## src/hcb_pkg.sv

```systemverilog
// Function
// - Port 0/2 function comes from second config byte; changeable only in programming mode.
// - Ports default to GPIO; external access then leaves port values untouched.
// - External-access pin low at reset forces every later fetch external.
// - With ports enabled, fetches beyond internal program memory and outside the boot ROM window go external.
// - External mode dedicates Port 0, Port 2, P3.6, P3.7; Port 2 drives PC high byte.
// - Enabled boot ROM sits at F800-FFFF in user mode, first 2kB in programming mode.
// - Reset samples strobe and latch pins: 01 serial, 10 parallel, 11 user, 00 reserved.
// - Programming mode ends only through a reset with user-mode pin levels.
// - Flash and configuration bytes hold all ones when erased.
// - 128 config bytes writable only in programming mode, via address 93 and data 94.
// - Security set blocks config changes; only mass erase, clearing everything, changes them.
// - Security bit 7 low: after programming-mode reset, flash reachable only from application mode.
// - Program lock bit 6 overrides sector lock; high means read-only and no application writes.
// - Reset sector lock bit 5: low allows 4kB reset sector writes, high read-only.
// - Boot ROM enable bit 4: low disables, high enables.
// - Watchdog reset enable bit 3: low blocks watchdog resets, high allows them.
// - Data flash size bits 2-0: 000 reserved, 111 none, others give partition sizes.
// - Port 2/3 GPIO enable bit 0 low gives Port 2 and P3.6/P3.7 to external memory.
// - External memory routing only when both bit 0 and bit 1 are clear.
package hcb_pkg;
  localparam logic [7:0] SFR_CFG_ADDR = 8'h93;
  localparam logic [7:0] SFR_CFG_DATA = 8'h94;
  localparam int CFG_BYTES = 128;
  localparam logic [6:0] CFG_PORT_BOR = 7'h7E;
  localparam logic [6:0] CFG_SECURITY = 7'h7F;
  localparam logic [7:0] ERASED_BYTE = 8'hFF;
  localparam logic [7:0] RD_ZERO = 8'h00;
  // Security byte fields
  localparam int SEC_BIT = 7;
  localparam int PML_BIT = 6;
  localparam int RSL_BIT = 5;
  localparam int EBR_BIT = 4;
  localparam int WATCHDOG_RESET_ENABLE_BIT = 3;
  localparam int DFS_LSB = 0;
  // Port and brownout byte fields
  localparam int DBL_LSB = 6;
  localparam int ABL_LSB = 4;
  localparam int DAB_BIT = 3;
  localparam int DDB_BIT = 2;
  localparam int PORT0_GPIO_ENABLE_BIT = 1;
  localparam int PORT2_3_GPIO_ENABLE_BIT = 0;
  localparam logic [2:0] DFS_RESERVED = 3'h0;
  localparam logic [2:0] DFS_NONE = 3'h7;
  localparam logic [1:0] BOR_4V5 = 2'h0;
  localparam logic [1:0] BOR_4V2 = 2'h1;
  localparam logic [1:0] BOR_2V7 = 2'h2;
  localparam logic [1:0] BOR_2V5 = 2'h3;
  // Boot ROM windows
  localparam logic [15:0] BOOT_USER_BASE = 16'hF800;
  localparam logic [15:0] BOOT_PROG_TOP = 16'h0800;
  localparam logic [16:0] INT_PROG_DEFAULT = 17'h08000;
  typedef enum logic [1:0] {MODE_USER, MODE_SERIAL, MODE_PARALLEL, MODE_RESERVED} hcb_mode_e;
  typedef struct packed {
    logic progAccess;
    logic progLock;
    logic rstSectLock;
    logic bootRomEn;
    logic wdtResetEn;
    logic [2:0] dfSize;
    logic [1:0] dbLevel;
    logic [1:0] abLevel;
    logic abDisable;
    logic dbDisable;
    logic p0Gpio;
    logic p23Gpio;
  } hcb_cfg_s;
endpackage

```

## src/hcb_config_boot.sv

```systemverilog
`timescale 1ns/1ps
module hcb_config_boot #(
  parameter logic [16:0] INT_PROG_SIZE = hcb_pkg::INT_PROG_DEFAULT
) (
  input wire logic ref_clk,
  input wire logic sys_rst,
  input wire logic strobePin,
  input wire logic latchPin,
  input wire logic externalAccessPin_n,
  input wire logic [7:0] sfrAddr,
  input wire logic [7:0] sfrWrData,
  input wire logic sfrWr,
  input wire logic sfrRd,
  output logic [7:0] sfrRdData,
  input wire logic massErase,
  input wire logic uamActive,
  input wire logic wdtResetReq,
  input wire logic [15:0] pc,
  input wire logic progFetch,
  input wire logic [7:0] busP0,
  input wire logic busP0Oe,
  input wire logic [7:0] busP2,
  input wire logic busWr_n,
  input wire logic busRd_n,
  input wire logic [7:0] gpioP0,
  input wire logic gpioP0Oe,
  input wire logic [7:0] gpioP2,
  input wire logic [1:0] gpioP3Hi,
  output logic [7:0] port0Out,
  output logic port0Oe,
  output logic [7:0] port2Out,
  output logic [1:0] port3Hi,
  output hcb_pkg::hcb_mode_e mode,
  output logic progMode,
  output hcb_pkg::hcb_cfg_s cfgOut,
  output logic extMemEn,
  output logic fetchExternal,
  output logic bootRomSel,
  output logic flashAccessOk,
  output logic progWriteOk,
  output logic progReadOk,
  output logic resetSectorWriteOk,
  output logic wdtResetOut,
  output logic dfReserved,
  output logic analogBorEn,
  output logic digitalBorEn
);
  // Strap decode, shared by the latch and its check
  function automatic hcb_pkg::hcb_mode_e strapMode(input logic strobe, input logic latchEn);
    unique case ({strobe, latchEn})
      2'b01: strapMode = hcb_pkg::MODE_SERIAL;
      2'b10: strapMode = hcb_pkg::MODE_PARALLEL;
      2'b11: strapMode = hcb_pkg::MODE_USER;
      2'b00: strapMode = hcb_pkg::MODE_RESERVED;
    endcase
  endfunction

  // Field split of the two control bytes
  function automatic hcb_pkg::hcb_cfg_s unpackCfg(input logic [7:0] sec, input logic [7:0] prt);
    hcb_pkg::hcb_cfg_s c;
    c.progAccess = sec[hcb_pkg::SEC_BIT];
    c.progLock = sec[hcb_pkg::PML_BIT];
    c.rstSectLock = sec[hcb_pkg::RSL_BIT];
    c.bootRomEn = sec[hcb_pkg::EBR_BIT];
    c.wdtResetEn = sec[hcb_pkg::WATCHDOG_RESET_ENABLE_BIT];
    c.dfSize = sec[hcb_pkg::DFS_LSB +: 3];
    c.dbLevel = prt[hcb_pkg::DBL_LSB +: 2];
    c.abLevel = prt[hcb_pkg::ABL_LSB +: 2];
    c.abDisable = prt[hcb_pkg::DAB_BIT];
    c.dbDisable = prt[hcb_pkg::DDB_BIT];
    c.p0Gpio = prt[hcb_pkg::PORT0_GPIO_ENABLE_BIT];
    c.p23Gpio = prt[hcb_pkg::PORT2_3_GPIO_ENABLE_BIT];
    return c;
  endfunction

  logic [2:0] syncA;
  logic [2:0] syncB;
  logic [2:0] syncC;
  logic [2:0] pinStable;
  logic extOnly;
  logic [6:0] addrReg;
  // Nonvolatile bytes start erased; reset must not touch them
  logic [7:0] cfgMem [hcb_pkg::CFG_BYTES] = '{default: hcb_pkg::ERASED_BYTE};
  logic [7:0] tgtByte;
  logic secured;
  logic cfgWrite;
  logic beyondInternal;

  // Pins are asynchronous; a change counts once the last two stages agree
  always_ff @(posedge ref_clk) begin
    syncA <= {strobePin, latchPin, externalAccessPin_n};
    syncB <= syncA;
    syncC <= syncB;
  end

  for (genvar i = 0; i < 3; i++) begin : g_filt
    always_ff @(posedge ref_clk) begin
      if (syncB[i] == syncC[i]) begin
        pinStable[i] <= syncC[i];
      end
    end
  end

  // Straps are caught on every edge while reset is held, then frozen
  always_ff @(posedge ref_clk) begin
    if (sys_rst) begin
      mode <= strapMode(pinStable[2], pinStable[1]);
    end
  end

  // Access pin low during reset makes every fetch external until next reset
  always_ff @(posedge ref_clk) begin
    if (sys_rst) begin
      extOnly <= ~pinStable[0];
    end
  end

  assign progMode = (mode == hcb_pkg::MODE_SERIAL) || (mode == hcb_pkg::MODE_PARALLEL);

  // Address register selects one of the 128 bytes
  always_ff @(posedge ref_clk) begin
    if (sys_rst) begin
      addrReg <= '0;
    end else if (sfrWr && sfrAddr == hcb_pkg::SFR_CFG_ADDR) begin
      addrReg <= sfrWrData[6:0];
    end
  end

  assign tgtByte = cfgMem[addrReg];
  assign secured = ~cfgMem[hcb_pkg::CFG_SECURITY][hcb_pkg::SEC_BIT];
  assign cfgWrite = sfrWr && sfrAddr == hcb_pkg::SFR_CFG_DATA && progMode && !secured;

  // Mass erase beats any write and is the only way past the security bit
  always_ff @(posedge ref_clk) begin
    if (massErase && progMode) begin
      for (int k = 0; k < hcb_pkg::CFG_BYTES; k++) begin
        cfgMem[k] <= hcb_pkg::ERASED_BYTE;
      end
    end else if (cfgWrite) begin
      cfgMem[addrReg] <= sfrWrData;
    end
  end

  // Read data is registered; unmapped addresses return zero
  always_ff @(posedge ref_clk) begin
    if (sys_rst) begin
      sfrRdData <= hcb_pkg::RD_ZERO;
    end else if (sfrRd) begin
      if (sfrAddr == hcb_pkg::SFR_CFG_DATA) begin
        sfrRdData <= tgtByte;
      end else if (sfrAddr == hcb_pkg::SFR_CFG_ADDR) begin
        sfrRdData <= {1'b0, addrReg};
      end else begin
        sfrRdData <= hcb_pkg::RD_ZERO;
      end
    end
  end

  // Decoded view lags the array by one edge; erased value is the default
  always_ff @(posedge ref_clk) begin
    if (sys_rst) begin
      cfgOut <= unpackCfg(hcb_pkg::ERASED_BYTE, hcb_pkg::ERASED_BYTE);
    end else begin
      cfgOut <= unpackCfg(cfgMem[hcb_pkg::CFG_SECURITY], cfgMem[hcb_pkg::CFG_PORT_BOR]);
    end
  end

  // Lock and enable decode
  assign flashAccessOk = !(progMode && !cfgOut.progAccess) || uamActive;
  assign progReadOk = flashAccessOk;
  assign progWriteOk = flashAccessOk && !cfgOut.progLock;
  assign resetSectorWriteOk = progWriteOk && !cfgOut.rstSectLock;
  assign wdtResetOut = wdtResetReq && cfgOut.wdtResetEn;
  assign dfReserved = cfgOut.dfSize == hcb_pkg::DFS_RESERVED;
  assign analogBorEn = !cfgOut.abDisable;
  assign digitalBorEn = !cfgOut.dbDisable;

  // External bus needs both GPIO enables cleared
  assign extMemEn = !cfgOut.p0Gpio && !cfgOut.p23Gpio;

  // Boot ROM window depends on mode; in programming mode it covers the first 2kB whatever the enable bit
  always_comb begin
    if (progMode) begin
      bootRomSel = pc < hcb_pkg::BOOT_PROG_TOP;
    end else begin
      bootRomSel = cfgOut.bootRomEn && pc >= hcb_pkg::BOOT_USER_BASE;
    end
  end

  assign beyondInternal = {1'b0, pc} >= INT_PROG_SIZE;
  assign fetchExternal = extOnly || (extMemEn && beyondInternal && !bootRomSel);

  // Port drivers are registered; GPIO owners keep the pins otherwise
  always_ff @(posedge ref_clk) begin
    if (sys_rst) begin
      port0Out <= hcb_pkg::ERASED_BYTE;
      port0Oe <= 1'b0;
    end else if (extMemEn) begin
      port0Out <= busP0;
      port0Oe <= busP0Oe;
    end else begin
      port0Out <= gpioP0;
      port0Oe <= gpioP0Oe;
    end
  end

  // Port 2 carries the PC high byte on program fetches when the external bus is enabled
  always_ff @(posedge ref_clk) begin
    if (sys_rst) begin
      port2Out <= hcb_pkg::ERASED_BYTE;
    end else if (extMemEn && progFetch) begin
      port2Out <= pc[15:8];
    end else if (extMemEn) begin
      port2Out <= busP2;
    end else begin
      port2Out <= gpioP2;
    end
  end

  // P3.7 read strobe, P3.6 write strobe in external mode
  always_ff @(posedge ref_clk) begin
    if (sys_rst) begin
      port3Hi <= 2'h3;
    end else if (extMemEn) begin
      port3Hi <= {busRd_n, busWr_n};
    end else begin
      port3Hi <= gpioP3Hi;
    end
  end
endmodule

```

## config.mk

```make
export PLATFORM = sky130hd
export DESIGN_NAME = hcb_config_boot
export DESIGN_NICKNAME = d
export VERILOG_FILES = /design/src/hcb_pkg.sv /design/src/hcb_config_boot.sv
export SDC_FILE = /design/constraint.sdc
export NUM_CORES = 2
export LEC_CHECK = 0
export BUFFER_PORTS_ARGS = -buffer_cell sky130_fd_sc_hd__buf_2
export CAP_MARGIN = 10
export CORE_UTILIZATION = 60
export CTS_CLUSTER_DIAMETER = 120
export DETAILED_ROUTE_END_ITERATION = 7
export PLACE_DENSITY_LB_ADDON = 0.12
export SLEW_MARGIN = 20
export SYNTH_ARGS = -nofsm -noshare
export SYNTH_HDL_FRONTEND = slang
export SYNTH_SLANG_ARGS = --single-unit
```

## constraint.sdc

```tcl
create_clock -name ref_clk -period 3.36 [get_ports ref_clk]
set_input_delay 0.672 -clock ref_clk [delete_from_list [all_inputs] [get_ports ref_clk]]
set_output_delay 0.672 -clock ref_clk [all_outputs]
set_load 0.03 [all_outputs]
```

### Yosys cells after proc, flatten, opt, wreduce, memory -nomap -nowiden

Memory sizes are Yosys's and may differ from the RTL's. A register that Yosys moved wholly into a read port is not among the register bits.
Cells that the tools add are included.

* output and inout port bits: 57
* register bits: 57
* logic and storage cells: 83
* input bits: 81
* RAM bits: 1024
* memories kept: 1

Memory list
* cfgMem: depth 128, bits a word 8, read ports 3, clocked after Yosys merged registers in 2, wr ports 128, RTL line hcb_config_boot.sv:83 `logic [7:0] cfgMem [hcb_pkg::CFG_BYTES] = '{default: hcb_pkg::ERASED_BYTE};`

* order comparisons: 3
* bitwise operators: 1
* mux-type cells: 19
* eq/ne operators: 10
* reduce and logical (&&, ||, !) cells: 29

Operators with widths (count)
* two-way mux 8 bit: 5
* >= comparator 16 bit (second input constant): 2
* two-way mux 7 bit: 4
* equality test 8 bit (second input constant): 2
* < comparator 16 x 12 -> 1 bit (second input constant): 1
* logical AND 1 bit: 14
* zero test 1 bit: 9
* two-way mux 1 bit: 8
* case mux 2 bit (4 select lines): 1
* OR reduction 8 bit: 1
* equality test 2 bit (second input constant): 3
* equality test 2 x 1 -> 1 bit (second input constant): 2
* equality test 1 bit: 3
* zero test 3 bit: 1
* logical OR 1 bit: 3
* zero test 2 bit: 1
* two-way mux 2 bit: 1
* NOT 1 bit: 1

### Depth between registers and ports, before layout

* depth in word-level cells: 9
* depth in mapped cells: 12

### Worst setup path after synthesis

Ideal clock, no wire load.

* path type: input to register
* from: input sfrAddr[5]
* to: memory cfgMem[104][0] (enable)
* stages on the path: 8
* data required time: 2.976 ns
* buffers on the path: 3
* arrival time: 2.754 ns
* slack: 0.222 ns
* cell sequence: nor4b_4 and2_2 nand3b_2 or3_1 buf_2 buf_6 clkbuf_1 o21ai_0

RTL lines
* from (decl): RTL line hcb_config_boot.sv:10 `input wire logic [7:0] sfrAddr,`
* to (decl): RTL line hcb_config_boot.sv:83

==> summary.txt <==
Setup path
  • Slowest stage cell, crit path: mux4_2
  • CP endpoint kind: flop
  • Worst-path fanout max: 9
  • Req. time, crit path: slightly below 4 ns
  • CP peak stage delay: roughly 0.56 ns
  • Top cell by count, worst path: buf_4
  • Setup crit start kind: flop
  • Worst path arrival time: 3.58 ns
  • Critical path class: reg -> reg
  • Chain of cells forming the critical path: buf_4 > mux4_2 > a22oi_1 > a21oi_1 > a211o_1 > a2111oi_0 > buf_4 > a211oi_1
  • Cells on worst reg2reg path: 8

Place
  • GP Congestion: around 0.94
  • Place WS: around 0.11 ns
  • Port bufs: ~130
  • Placed cells: ~4600
  • Detailed Place HPWL: 82800 µm

Pwr
  • Worst vdd ir: ~430 µV
  • Sw Ratio: 0.219
  • Total net switching power: 6.39 mW
  • P_leak: between 15 and 20 nW
  • P per Cell Area: about 510 nW/µm²
  • Comb pwr share: 0.049
  • Register share of total power: 0.531
  • Power Internal: about 23 mW
  • Clock share of power: 0.420

Drt
  • Routed wire length: 132000 µm
  • Via/cell ratio: 6.55
  • First-pass DRT Iterations: 6
  • Wirelength per Cell: approximately 28 µm
  • Initial DRC count: between 3000 and 4000
  • Antenna viol nets, final: 0
  • Vias: ~31000
  • DRC Markers: 0

Timing
  • RSZ-0062 raised after global routing: false
  • Endpoints failing setup: 0
  • Min Clock Period, post-route: 3.06 ns
  • Clock skew: between 0.02 and 0.025 ns
  • Slew @ Worst Pin: roughly 1.1 ns
  • Slew Viols, Final: 0
  • Slew headroom: 0.241
  • Fin Setup TNS: 0 ns
  • Final Hold Fails: 0
  • F_max: 0.327 GHz
  • Crit share post-route: 0.912
  • Worst setup margin: between 0.2 and 0.3 ns

Die
  • Chip Height: between 200 and 300 µm
  • # IOs: around 140
  • Row Count: between 100 and 150
  • Starting Density: 0.611
  • Die width: around 290 µm
  • Core area: 82600 µm²
  • Die Footprint: approximately 85000 µm²

Logic synthesis
  • Cell taking the most area after synthesis: edfxtp_1
  • FFs w/ async S/R, synth: 0
  • Number of synthesized flops with an enable pin: roughly 1000
  • Seq/Total Area, Yosys: 0.639
  • Synth Register Bits: 1096
  • Synthesized area: 50500 µm²
  • Synth top area cells: edfxtp_1, mux4_2, or3_1, or2_2, dfxtp_1
  • Top-count cell post-synth: edfxtp_1
  • Cell variety after synth: 78
  • Post-Synthesis Net Count: approximately 3600
  • Ys flop type: edfxtp_1
  • Synth warnings: 0
  • Cell count after synthesis: approximately 3500
  • Post-synth top area share: 0.613
  • Synth cell count leaders: edfxtp_1, or3_1, or2_2
  • Syn avg cell area: 14.4 µm²

Clock network
  • Clock sinks: ~1100
  • H-tree depth: 3
  • CTS clk-pin slew, worst paths: 0.06 ns
  • Resize count post-CTS: 0
  • Clk root buf: clkbuf_16
  • Clk Latency, worst-skew pair: roughly 0.69 ns
  • Setup Buffers After CTS: 0
  • Clk buf depth: 3
  • CTS Hold Buffers Added: 0
  • Num CTS Buffers: about 110
  • CTS tree: done

Worst hold path
  • Hold Crit Depth: 1
  • Worst min path class: in -> reg

Global route
  • GRT overflow: 0
  • GRT Total Usage: 0.312
  • Global-route wire length before repair: ~200000 µm
  • Antenna violations before repair: 3
  • Largest net degree at the start of global routing: 95
  • Vias in the first global route: around 31000

Job
  • Max Cap Viol: 0

Final layout
  • Nets: between 3000 and 4000
  • Filler cells: ~5600
  • Area delta synth->final: 12.4%
  • Final std cells w/o fill: between 4000 and 5000
  • Share of layout cells above drive strength 1: 0.321
  • Core Util, Final: 0.686

Status
  • Status: complete, no violations
[stage by stage]
step           total power, mW  hold slack, ns  instance area [µm²]
3_5_place_dp              17.2           0.314                53000
6_report                  29.2          0.0855                56700
5_1_grt                   29.8          0.0662                56700
3_3_place_gp              17.1           0.310                53000
4_1_cts                   29.2          0.0529                56600
2_1_floorplan             16.5           0.310                50500
[power by group through the flow]
| stage | Combinational, mW | Sequential (mW) | Clock (mW) |
|---|---|---|---|
| 6_report | 1.43 | 15.5 | 12.3 |
| 5_1_grt | 1.51 | 15.5 | 12.8 |
| 4_1_cts | 1.42 | 15.5 | 12.3 |
| 3_5_place_dp | 1.41 | 15.8 | 0 |
| 3_3_place_gp | 1.38 | 15.8 | 0 |
| 2_1_floorplan | 0.684 | 15.8 | 0 |
[state kept, by name, summed over array words and instances, names as in the netlist, named ones only]
register and cells:
syncC 3, port3Hi 2, extOnly 1, port2Out 8
port0Oe 1, syncB 3, syncA 3, sfrRdData 8
port0Out 8, addrReg 7, pinStable 3, mode 2
cfgMem 1024, cfgOut 16
[per-layer routing]
layer / part of all wire / track usage / up-vias
met4: 0.036 / 0.106 / 2
met5: 0.00011 / 0 / -
met2: 0.49 / 0.508 / 1589
met1: 0.39 / 0.431 / 15900
met3: 0.087 / 0.0484 / 286
li1: - / - / 13600
[kinds of logic after synthesis]
kind of cell / count (synthesis) / synth area share
simple gates: 1382 / 0.162
buf+inv: 400 / 0.0388
compound gates: 284 / 0.0379
mux: 337 / 0.122
xor+xnor: 4 / 0.000694
flops: 1096 / 0.639
[final timing paths]
kind | from | to | slack (ns)
worst max-delay path | flop | sfrRdData[0] | 0.30
worst min-delay path | latchPin | syncA[1] | 0.09
worst max register to register | flop | sfrRdData[0] | 0.30
worst min register to register | syncA[2] | syncB[2] | 0.33
[placed cells by master, fill, tap and decap left out, drive strengths merged, types with 13 or more instances in the layout]
master and n:
edfxtp 1030, or3 643, buf 401, or2 384, mux4 216, nand2 156
clkbuf 140, mux2i 101, o21ai 94, dfxtp 66, a22oi 50, nor2 50
clkinv 46, nand2b 38, a211oi 31, o22ai 22, nand3 21, nor2b 21
mux2 20, nor3 18, a21oi 18, inv 17, nand3b 14, a211o 13
[critical path: cells and delay by family (launching register included)]
family                 cells  cell delay, ns
multiplexers               1            0.56
flip-flops                 1            0.51
AO/OA/AOI/OAI              5            1.35
buffers and inverters      2            0.46
[cell type report]
cell class / count / area (µm²) / area share
Clock buffer: 140 / 3000 / 0.0529
Clock inverter: 65 / 597 / 0.0105
Sequential cell: 1096 / 32300 / 0.569
Antenna cell: 1 / 2.50 / 0.0000441
Multi-Input combinational cell: 2007 / 16300 / 0.287
Timing Repair Buffer: 401 / 3170 / 0.0558
Inverter: 13 / 48.8 / 0.000860
Tap cell: 1070 / 1340 / 0.0236
Power figures use the tool's default switching activity.
